[src/rtl/gpcfg_pkg.sv]
// Shared constants for the pin configuration block
package gpcfg_pkg;
	localparam int          GPCFG_NREG        = 10;
	localparam int          GPCFG_NPIN        = 11;
	localparam int          GPCFG_AW          = 8;
	// Register offsets
	localparam logic [7:0]  PORT0_PIN7_CONFIG = 8'h0C;
	localparam logic [7:0]  PORT1_PIN0_CONFIG = 8'h0D;
	localparam logic [7:0]  PORT1_PIN1_CONFIG = 8'h0E;
	localparam logic [7:0]  PORT1_PIN2_CONFIG = 8'h0F;
	localparam logic [7:0]  PORT1_PIN3_CONFIG = 8'h10;
	localparam logic [7:0]  PORT1_PIN4_CONFIG = 8'h11;
	localparam logic [7:0]  PORT1_PIN5_CONFIG = 8'h12;
	localparam logic [7:0]  PORT1_PIN6_CONFIG = 8'h13;
	localparam logic [7:0]  PORT1_PIN7_CONFIG = 8'h14;
	localparam logic [7:0]  PORT2_PAIR_CONFIG = 8'h15;
	localparam logic [7:0]  GPCFG_RESET       = 8'h00;
	// Field positions
	localparam int          F_OE              = 0;
	localparam int          F_PULLUP          = 1;
	localparam int          F_OPEN_DRAIN      = 2;
	localparam int          F_HIGH_SINK       = 3;
	localparam int          F_TTL             = 4;
	localparam int          F_INT_LOW         = 5;
	localparam int          F_INT_EN          = 6;
	localparam int          F_TOP             = 7;
	// Writable bits per register, index = offset - first offset
	localparam logic [7:0]  GPCFG_MASK [GPCFG_NREG] = '{
		8'h77, 8'h63, 8'h65, 8'hFF, 8'h6F, 8'hEF, 8'hEF, 8'hEF, 8'h6F, 8'h7F};
	// Serial engine communication modes
	localparam logic [1:0]  COMM_OFF          = 2'h0;
	localparam logic [1:0]  COMM_MASTER       = 2'h1;
	localparam logic [1:0]  COMM_SLAVE        = 2'h2;
endpackage : gpcfg_pkg

[src/rtl/gpcfg_top.sv]
// Pin configuration registers and pin drive logic for the general purpose pins
`timescale 1ns/1ns
// How it works
// - Port1_pin0 only pulls low or releases
// - Shared pull-up bit for port1_pin0 and pin1
// - Bit 7 routes selected clock onto port1_pin2
// - Port1_pin3 to pin7 always TTL threshold
// - Serial engine owns port1_pin3 while enabled
// - Pins 4-6 serial only with engine and flag
// - Interrupt, sink, drain, pull-up apply in serial use
// - Engine sets direction of pins 3, 5, 6
// - Port0_pin7 register field layout
// - Port1_pin1 register field layout
// - One register governs both port 2 pins
// - Port1_pin7 register field layout
// - Interrupt enable allows edge interrupt any direction
// - Polarity bit selects rising or falling edge
// - Open drain: one releases, zero drives low
// - Output enable switches the pin driver
module gpcfg_top
	import gpcfg_pkg::*;
(
	input  wire logic                               clock,
	input  wire logic                               resetn,
	input  wire logic [gpcfg_pkg::GPCFG_AW-1:0]     reg_addr,
	input  wire logic [7:0]                         reg_wdata,
	input  wire logic                               reg_wr,
	input  wire logic                               reg_rd,
	output logic      [7:0]                         reg_rdata,
	input  wire logic [gpcfg_pkg::GPCFG_NPIN-1:0]   pin_data,
	input  wire logic [gpcfg_pkg::GPCFG_NPIN-1:0]   pin_in,
	input  wire logic [1:0]                         serial_mode,
	input  wire logic [3:0]                         serial_out,
	input  wire logic [3:0]                         serial_oe,
	input  wire logic                               clock_select_out,
	output logic      [gpcfg_pkg::GPCFG_NPIN-1:0]   pin_out,
	output logic      [gpcfg_pkg::GPCFG_NPIN-1:0]   pin_oe,
	output logic      [gpcfg_pkg::GPCFG_NPIN-1:0]   pin_pullup,
	output logic      [gpcfg_pkg::GPCFG_NPIN-1:0]   pin_ttl,
	output logic      [gpcfg_pkg::GPCFG_NPIN-1:0]   pin_high_sink,
	output logic      [gpcfg_pkg::GPCFG_NPIN-1:0]   pin_irq
);
	import gpcfg_pkg::*;

	// Pin index map; port 2 pins sit at the top
	localparam int IDX_PORT0_PIN7 = 0;
	localparam int IDX_PORT1_PIN0 = 1;
	localparam int IDX_PORT1_PIN1 = 2;
	localparam int IDX_PORT1_PIN2 = 3;
	localparam int IDX_PORT1_PIN3 = 4;
	localparam int IDX_PORT1_PIN4 = 5;
	localparam int IDX_PORT1_PIN5 = 6;
	localparam int IDX_PORT1_PIN6 = 7;
	localparam int IDX_PORT1_PIN7 = 8;
	localparam int IDX_PORT2_PIN0 = 9;
	localparam int IDX_PORT2_PIN1 = 10;
	// Engine lanes run from port1_pin3 to port1_pin6
	localparam int ENG_FIRST      = IDX_PORT1_PIN3;
	localparam int ENG_LAST       = IDX_PORT1_PIN6;

	// Who drives a pin, Gray coded along the usual order
	typedef enum logic [1:0] {
		SRC_FIRMWARE = 2'h0,
		SRC_ENGINE   = 2'h1,
		SRC_CLOCK    = 2'h3
	} gpcfg_src_type;

	// Register file and read path
	logic [7:0]             cfg_r     [GPCFG_NREG];
	logic [7:0]             cfg_nxt   [GPCFG_NREG];
	logic [7:0]             rdata_r;
	logic [7:0]             rdata_nxt;

	// Edge detector state
	logic [GPCFG_NPIN-1:0]  prev_r;
	logic [GPCFG_NPIN-1:0]  prev_nxt;
	logic [GPCFG_NPIN-1:0]  rise_seen;
	logic [GPCFG_NPIN-1:0]  fall_seen;
	logic [GPCFG_NPIN-1:0]  irq_r;
	logic [GPCFG_NPIN-1:0]  irq_nxt;

	// Bus decode
	logic [7:0]             rel_addr;
	logic                   addr_hit;
	logic [3:0]             addr_idx;
	logic                   wr_hit;
	logic                   rd_hit;
	logic [GPCFG_NREG-1:0]  wr_sel;
	logic [GPCFG_NREG-1:0]  rd_sel;

	// Serial engine running in a defined mode
	logic                   serial_on;

	// Field views, one bit per pin
	logic [GPCFG_NPIN-1:0]  fld_oe;
	logic [GPCFG_NPIN-1:0]  fld_pullup;
	logic [GPCFG_NPIN-1:0]  fld_od;
	logic [GPCFG_NPIN-1:0]  fld_sink;
	logic [GPCFG_NPIN-1:0]  fld_ttl;
	logic [GPCFG_NPIN-1:0]  fld_int_low;
	logic [GPCFG_NPIN-1:0]  fld_int_en;
	logic [GPCFG_NPIN-1:0]  fld_top;

	// Drive before the open-drain stage
	logic [GPCFG_NPIN-1:0]  drv_val;
	logic [GPCFG_NPIN-1:0]  drv_oe;
	logic [GPCFG_NPIN-1:0]  drv_od;
	logic [GPCFG_NPIN-1:0]  eng_owns;

	genvar i;

	// Address decode over the contiguous block of offsets
	assign rel_addr  = reg_addr - PORT0_PIN7_CONFIG;
	assign addr_hit  = (reg_addr >= PORT0_PIN7_CONFIG) && (reg_addr <= PORT2_PAIR_CONFIG);
	assign addr_idx  = rel_addr[3:0];
	// Strobes qualified by the decode; unmapped accesses do nothing
	assign wr_hit    = reg_wr && addr_hit;
	assign rd_hit    = reg_rd && addr_hit;
	// Mode 11 is reserved and treated as disabled
	assign serial_on = (serial_mode == COMM_MASTER) || (serial_mode == COMM_SLAVE);

	// One-hot register selects, so no index ever leaves the array
	generate
		for (i = 0; i < GPCFG_NREG; i++)
		begin : g_sel
			assign wr_sel[i] = wr_hit && (addr_idx == 4'(i));
			assign rd_sel[i] = rd_hit && (addr_idx == 4'(i));
		end
	endgenerate

	// Next register values; reserved bits never store a one
	always_comb
	begin
		for (int k = 0; k < GPCFG_NREG; k++)
		begin
			cfg_nxt[k] = cfg_r[k];
			if (wr_sel[k])
				cfg_nxt[k] = reg_wdata & GPCFG_MASK[k];
		end
	end

	// Read data stands one cycle, then zero so slaves can be ORed
	always_comb
	begin
		rdata_nxt = 8'h00;
		for (int k = 0; k < GPCFG_NREG; k++)
		begin
			if (rd_sel[k])
				rdata_nxt = rdata_nxt | cfg_r[k];
		end
	end

	// Registers only; a write lands on the edge where it is seen
	always_ff @(posedge clock)
	begin
		if (!resetn)
		begin
			for (int k = 0; k < GPCFG_NREG; k++)
				cfg_r[k] <= GPCFG_RESET;
			rdata_r <= 8'h00;
		end
		else
		begin
			cfg_r   <= cfg_nxt;
			rdata_r <= rdata_nxt;
		end
	end

	// Read data straight from flip-flops
	assign reg_rdata = rdata_r;

	// Field views; both port 2 pins read the last register
	generate
		for (i = IDX_PORT0_PIN7; i < GPCFG_NPIN; i++)
		begin : g_field
			localparam int RI = (i < IDX_PORT2_PIN1) ? i : IDX_PORT2_PIN0;

			// Output enable
			assign fld_oe[i]      = cfg_r[RI][F_OE];

			// Port1_pin1 has no pull-up bit and borrows port1_pin0's
			assign fld_pullup[i]  = (i == IDX_PORT1_PIN1)
				? cfg_r[IDX_PORT1_PIN0][F_PULLUP] : cfg_r[RI][F_PULLUP];

			// Open drain and high sink
			assign fld_od[i]      = cfg_r[RI][F_OPEN_DRAIN];
			assign fld_sink[i]    = cfg_r[RI][F_HIGH_SINK];

			// Threshold select where the register has one
			assign fld_ttl[i]     = cfg_r[RI][F_TTL];

			// Interrupt enable and polarity
			assign fld_int_low[i] = cfg_r[RI][F_INT_LOW];
			assign fld_int_en[i]  = cfg_r[RI][F_INT_EN];

			// Top bit: clock output or serial-use flag
			assign fld_top[i]     = cfg_r[RI][F_TOP];
		end
	endgenerate

	// Per-pin drive and pad controls
	generate
		for (i = 0; i < GPCFG_NPIN; i++)
		begin : g_pin
			// Engine lane; pins outside the engine point at lane 0
			localparam int SI = ((i >= ENG_FIRST) && (i <= ENG_LAST)) ? (i - ENG_FIRST) : 0;
			gpcfg_src_type src;

			// Port1_pin3 follows the engine alone; pins 4 to 6 need their flag
			assign eng_owns[i] = (i == IDX_PORT1_PIN3) ? serial_on
				: ((i > ENG_FIRST) && (i <= ENG_LAST)) ? (serial_on & fld_top[i])
				: 1'b0;

			// Engine first, then clock output, else firmware
			always_comb
			begin
				src = SRC_FIRMWARE;
				if (eng_owns[i])
					src = SRC_ENGINE;
				else if ((i == IDX_PORT1_PIN2) && fld_top[i])
					src = SRC_CLOCK;
			end

			// Value and direction per source
			always_comb
			begin
				drv_val[i] = pin_data[i];
				drv_oe[i]  = fld_oe[i];
				case (src)
					SRC_ENGINE:
					begin
						drv_val[i] = serial_out[SI];
						// Port1_pin4 direction stays with firmware in both modes
						if ((i == IDX_PORT1_PIN3) || (i == IDX_PORT1_PIN5) || (i == IDX_PORT1_PIN6))
							drv_oe[i] = serial_oe[SI];
					end
					SRC_CLOCK:
					begin
						drv_val[i] = clock_select_out;
						drv_oe[i]  = 1'b1;
					end
					default:
					begin
						drv_val[i] = pin_data[i];
						drv_oe[i]  = fld_oe[i];
					end
				endcase
			end

			// Port1_pin0 has no high-side driver at all
			assign drv_od[i] = (i == IDX_PORT1_PIN0) ? 1'b1 : fld_od[i];

			// Open drain releases on one, pulls low on zero
			assign pin_oe[i]        = drv_oe[i] & ~(drv_od[i] & drv_val[i]);
			assign pin_out[i]       = drv_od[i] ? 1'b0 : drv_val[i];
			// Pad controls hold the same in serial use
			assign pin_pullup[i]    = fld_pullup[i];
			assign pin_ttl[i]       = ((i >= IDX_PORT1_PIN3) && (i <= IDX_PORT1_PIN7))
				? 1'b1 : fld_ttl[i];
			assign pin_high_sink[i] = fld_sink[i];
		end
	endgenerate

	// Edge views; a pin driven as output still counts
	assign rise_seen = ~prev_r & pin_in;
	assign fall_seen = prev_r & ~pin_in;

	// Next detector state; polarity picks the edge per pin
	always_comb
	begin
		prev_nxt = pin_in;
		for (int p = 0; p < GPCFG_NPIN; p++)
		begin
			if (fld_int_low[p])
				irq_nxt[p] = fld_int_en[p] & fall_seen[p];
			else
				irq_nxt[p] = fld_int_en[p] & rise_seen[p];
		end
	end

	// Detector flops; enables are off at reset, so no false edge
	always_ff @(posedge clock)
	begin
		if (!resetn)
		begin
			prev_r <= '0;
			irq_r  <= '0;
		end
		else
		begin
			prev_r <= prev_nxt;
			irq_r  <= irq_nxt;
		end
	end

	// One-cycle pulses straight from flip-flops
	assign pin_irq = irq_r;
endmodule : gpcfg_top

[config.mk]
export PLATFORM = sky130hd
export DESIGN_NAME = gpcfg_top
export DESIGN_NICKNAME = d
export VERILOG_FILES = /design/src/rtl/gpcfg_pkg.sv /design/src/rtl/gpcfg_top.sv
export SDC_FILE = /design/constraint.sdc
export NUM_CORES = 1
export LEC_CHECK = 0
export BUFFER_PORTS_ARGS = -buffer_cell sky130_fd_sc_hd__buf_2
export CORE_UTILIZATION = 50
export DETAILED_ROUTE_END_ITERATION = 12
export PLACE_DENSITY = 0.81
export SLEW_MARGIN = 0
export SYNTH_ARGS = -nofsm -noshare
export SYNTH_HDL_FRONTEND = slang
export SYNTH_SLANG_ARGS = --single-unit
[constraint.sdc]
create_clock -name clock -period 1.6 [get_ports clock]
set_input_delay 0.08 -clock clock [delete_from_list [all_inputs] [get_ports clock]]
set_output_delay 0.08 -clock clock [all_outputs]
set_load 0.02 [all_outputs]
==> Yosys cells after proc, flatten, opt, wreduce, memory -nomap -nowiden <==
Index checks and enable logic that the tools add are counted.
{ "totals": {"in_bits": 53, "out_inout_bits": 74, "latch_bits": 0, "wordCells": 178, "rom_bits": 0, "n_memories": 0, "regBits": 92, "ram_bits": 0} }
{ "op_classes": {"n_addsub": 1, "n_mux": 46, "reduce_logical": 25, "magnitude_cmp": 2, "bitwise_logic": 70, "multipliers": 0, "div": 0, "shifts": 0, "eq_ne": 21} }
{ "op_table": {"columns": ["op", "count"], "rows": [
  ["8-bit two-way mux", 8],
  ["1-bit bitwise AND", 46],
  ["8-bit by 7-bit OR with 8-bit output", 4],
  ["8-bit OR", 4],
  ["1-bit two-way mux", 27],
  ["1-bit logical AND", 23],
  ["11-bit bitwise AND", 2],
  ["11-bit NOT", 2],
  ["4-bit by 3-bit == test with 1-bit output (second input constant)", 4],
  ["1-bit case mux with 2 select lines", 8],
  ["7-bit two-way mux", 2],
  ["2-bit by 1-bit == test with 1-bit output (second input constant)", 6],
  ["2-bit == test (second input constant)", 6],
  ["1-bit NOT", 11],
  ["4-bit by 2-bit == test with 1-bit output (second input constant)", 2],
  ["4-bit == test (second input constant)", 2],
  ["8-bit by 4-bit greater-or-equal comparator with 1-bit output (second input constant)", 1],
  ["8-bit by 5-bit less-or-equal comparator with 1-bit output (second input constant)", 1],
  ["7-bit OR", 1],
  ["4-bit by 1-bit == test with 1-bit output (second input constant)", 1],
  ["4-bit zero test", 1],
  ["4-bit subtractor (second input constant)", 1],
  ["2-bit two-way mux", 1],
  ["1-bit logical OR", 1]
]} }

==> Depth between registers and ports, before layout <==
{ "depth": {"depth_word": 23, "depth_mapped": 8, "mapped_depth_nobuf": 4} }

==> Worst setup path after synthesis <==
OpenSTA, ideal clock, no wires.
{ "synth_timing": {"kind": "input to output", "startpoint": "input port serial_mode[1]", "endpoint": "output port pin_oe[5] (netlist name)", "path_buffers": 0, "setup_slack_ns": 0.247, "cell_stages": 4, "t_arrival_ns": 1.273, "required_time_ns": 1.520, "path_cell_list": "xor2_1 -> nand2_1 -> mux2_2 -> a21boi_0"} }
{ "synth_between": {"elab_chain_cells": 9, "word_cells_on_any_way": 12, "classes_between": "eq/ne (4); mux (3); bitwise (4); reduce/logical (1)"} }
{ "synth_lines": {"columns": ["item", "line", "source"], "rows": [
  ["start, declared", "gpcfg_top.sv:32", "input wire logic [1:0] serial_mode,"],
  ["2-bit by 1-bit == test with 1-bit output or 2-bit == test (tied branches)", "gpcfg_top.sv:120", "assign serial_on = (serial_mode == COMM_MASTER) || (serial_mode == COMM_SLAVE);"],
  ["1-bit logical OR (*)", "gpcfg_top.sv:120", null],
  ["1-bit bitwise AND (*)", "gpcfg_top.sv:211", ": ((i > ENG_FIRST) && (i <= ENG_LAST)) ? (serial_on & fld_top[i])"],
  ["1-bit two-way mux (*)", "gpcfg_top.sv:218", "if (eng_owns[i])"],
  ["2-bit == test or 2-bit by 1-bit == test with 1-bit output (tied branches)", "gpcfg_top.sv:229", "case (src)"],
  ["1-bit case mux with 2 select lines", "gpcfg_top.sv:229", null],
  ["1-bit bitwise AND", "gpcfg_top.sv:254", "assign pin_oe[i] = drv_oe[i] & ~(drv_od[i] & drv_val[i]);"],
  ["1-bit NOT", "gpcfg_top.sv:254", null],
  ["1-bit bitwise AND (*)", "gpcfg_top.sv:254", null],
  ["end, declared", "gpcfg_top.sv:37", "output logic [gpcfg_pkg::GPCFG_NPIN-1:0] pin_oe,"]
]} }
Mark *: on every way between the ends. The rest lies on a longest branch, timed or not.

==> Worst setup path in the final report <==
{ "layout_timing": {"startpoint": "register cfg_r[23] (netlist name)", "endpoint": "output port pin_oe[7] (netlist name)"} }
{ "layout_between": {"elab_chain_cells": 7, "word_cells_on_any_way": 9, "classes_between": "eq/ne (2); mux (3); bitwise (4)"} }
{ "layout_lines": {"columns": ["item", "line", "source"], "rows": [
  ["start, declared", "gpcfg_top.sv:69", "logic [7:0] cfg_r [GPCFG_NREG];"],
  ["start signal, assigned", "gpcfg_top.sv:164", "cfg_r <= cfg_nxt;"],
  ["1-bit bitwise AND (*)", "gpcfg_top.sv:211", null],
  ["1-bit two-way mux (*)", "gpcfg_top.sv:218", null],
  ["2-bit == test or 2-bit by 1-bit == test with 1-bit output (tied branches)", "gpcfg_top.sv:229", null],
  ["1-bit case mux with 2 select lines", "gpcfg_top.sv:229", null],
  ["1-bit bitwise AND", "gpcfg_top.sv:254", null],
  ["1-bit NOT", "gpcfg_top.sv:254", null],
  ["1-bit bitwise AND (*)", "gpcfg_top.sv:254", null]
]} }
Marks and branches as above.

==> run metrics <==
status finished, final reports clean; fin cells slightly below 700; Die X 93.5 um; Cell Rows 33; flops & latches, synth between 90 and 100; cts bufs inserted 9; Residual DRC 0; Inst Count DP approximately 660; sequential-to-total area share from yosys stat 44.0%; gr usage total approximately a quarter; die area 8750 um2; commonest non-fill, non-tap cell in the layout buf_2; period utilization a little over nine tenths; clock sink count between 90 and 100; core area between 8000 and 9000 um2; crit path DAT about 1.4 ns; Fin Setup TNS 0 ns; hpwl dp about 7700 um; Routability Congestion 0.909; Via Count around 3700; Detailed Routing Iterations Pass 1 4; RSZ-0062 raised after global routing no; CTS clk-pin slew, worst paths approximately 0.090 ns; Final Worst Setup Slack 0.0791 ns; Lkg Pwr between 0.002 and 0.0025 uW; share of layout cells above drive strength 1 around 29%; CTS tree built; Crit Path Category reg -> out; Max Cap Viol 0; HP Class in -> reg; WL final between 10000 and 15000 um; # fillers 699; final core utilization 62.0%; Max Transition Viols Final 0; most frequent cells in the layout buf_2, dfxtp_1, nand3_1; GRT Residual Overflow 0; Via-to-Cell Ratio between 5 and 6; ANT cells 0; crit start category flip-flop; later-pin clock latency in the skew report 0.36 ns; synth warn 0; pre-CTS setup slack between 0.03 and 0.04 ns; Period minus WS final approximately 1.5 ns; clock skew between 0.006 and 0.007 ns; Worst Path Max Fanout 3; PD cells between 800 and 900 nW/um2; Tot Pwr between 4000 and 5000 uW; CP endpoint kind output pin; Initial Util 51.3%; Clock Tree Buf Depth 2; number of global-route vias before repair between 3000 and 4000; initial antenna violation count 0; Layout area overhead 21.0%; Antenna Nets Post-Route 0; relative slew slack roughly 67%; Syn Area/Cell approximately 8.9 um2; top_reg_cell synth dfxtp_1; Setup Viol. Count Final 0; Die Span Y slightly above 90 um; root buffer cell clkbuf_8; Hold Vio Cnt, Final 0; DRT iter0 DRCs 260; synthesized area 4190 um2; Port Buf Inserts 114; largest net degree at the start of global routing 50; Async SR Flop Fraction 0%; total I/O pin count between 100 and 150; Post-synth EDFFs 0; DR WL/cell approximately 15 um; H-tree depth 3; CP required approximately 1.5 ns; Max VDD drop between 0.3 and 0.4 mV; Netlist cell types 36; Max Clock Freq 658 MHz; first-pass GRT wire length 16800 um; setup bufs post-CTS 0; Cells after Synth 470; Final #Nets roughly 630; Slew @ Worst Pin between 0.4 and 0.5 ns
==> routing by layer <==
metal | GRT usage [%] | part of all wire, %
met1 | 31.3 | 44
met2 | 40.9 | 48
met3 | 4.80 | 5.6
met4 | 13.3 | 3.2
met5 | 0 | 0
==> kinds of logic after synthesis <==
| family | after synthesis | synth area share [%] |
|---|---|---|
| xor+xnor | 1 | 0.209 |
| compound gates | 94 | 12.9 |
| mux | 35 | 11.0 |
| simple gates | 187 | 23.3 |
| flops | 92 | 44.0 |
| buf+inv | 59 | 8.54 |
| other cells | 2 | 0.179 |
==> Yosys cell counts, drive strengths merged (2+ instances only) <==
cell type	n	share of area, %
and2	13	1.9
clkbuf	13	1.2
nand3	58	6.9
dfxtp	92	44
mux4	8	4.3
a22o	5	1.0
nand2	41	3.7
nor3b	2	0.75
a21boi	6	1.1
o21ai	57	6.8
nor2b	26	3.9
buf	45	7.3
o22ai	3	0.45
mux2	7	1.9
mux2i	20	4.8
a22oi	8	1.4
conb	2	0.18
and3b	4	0.84
nor2	29	2.6
a21oi	11	1.3
and3	8	1.2
==> registers in the layout, indices dropped and copies added, names as in the netlist <==
signal         cells
pin_ttl            3
pin_high_sink      7
prev_r            11
reg_rdata          8
cfg_r             43
pin_pullup         9
pin_irq           11
==> critical path: stages (launching register included) <==
cell and delay, ns:
dfxtp_1 0.35, nand2_2 0.09, mux2_2 0.34, a21oi_1 0.15
buf_4 0.15
==> worst paths after layout <==
kind | from | end | slack (ns) | cells past startpoint
setup reg to reg | cfg_r[34]$_SDFFE_PN0P_ | reg_rdata[2]$_SDFF_PN0_ | 0.23 | 3
setup / recovery | cfg_r[23]$_SDFFE_PN0P_ | pin_oe[7] | 0.08 | 4
hold reg to reg | cfg_r[62]$_SDFFE_PN0P_ | pin_irq[2]$_SDFF_PN0_ | 0.49 | 2
hold / removal | reg_wdata[6] | cfg_r[54]$_SDFFE_PN0P_ | 0.02 | 3
==> power by group <==
group / leakage (uW) / switching [uW] / internal, uW
logic: 0.00137 / 225 / 159
clock network: 0.000106 / 823 / 810
registers: 0.000744 / 9.36 / 2300
==> stage by stage <==
step | hold WS, ns | area [um2]
6_report | 0.0230 | 5070
5_1_grt | 0.0374 | 5070
4_1_cts | 0.00321 | 5060
3_5_place_dp | 0.313 | 4720
3_3_place_gp | 0.310 | 4720
2_1_floorplan | 0.202 | 4220
==> layout make-up <==
cell class,count,area (um2),share of cell area [%]
Clock buffer,11,151,2.99
Clock inverter,5,60.1,1.18
Inverter,1,3.75,0.0741
Multi-Input combinational cell,328,2030,40.0
Sequential cell,92,1840,36.3
Tap cell,105,131,2.59
Timing Repair Buffer,143,851,16.8
==> timing repair <==
item	in CTS	in global routing
hold buffers	13	0
gates resized for setup	0	5
setup endpoints to repair	0	3
endpoints found under the hold margin	18	0
No activity file was read; power rests on OpenSTA's default activity.
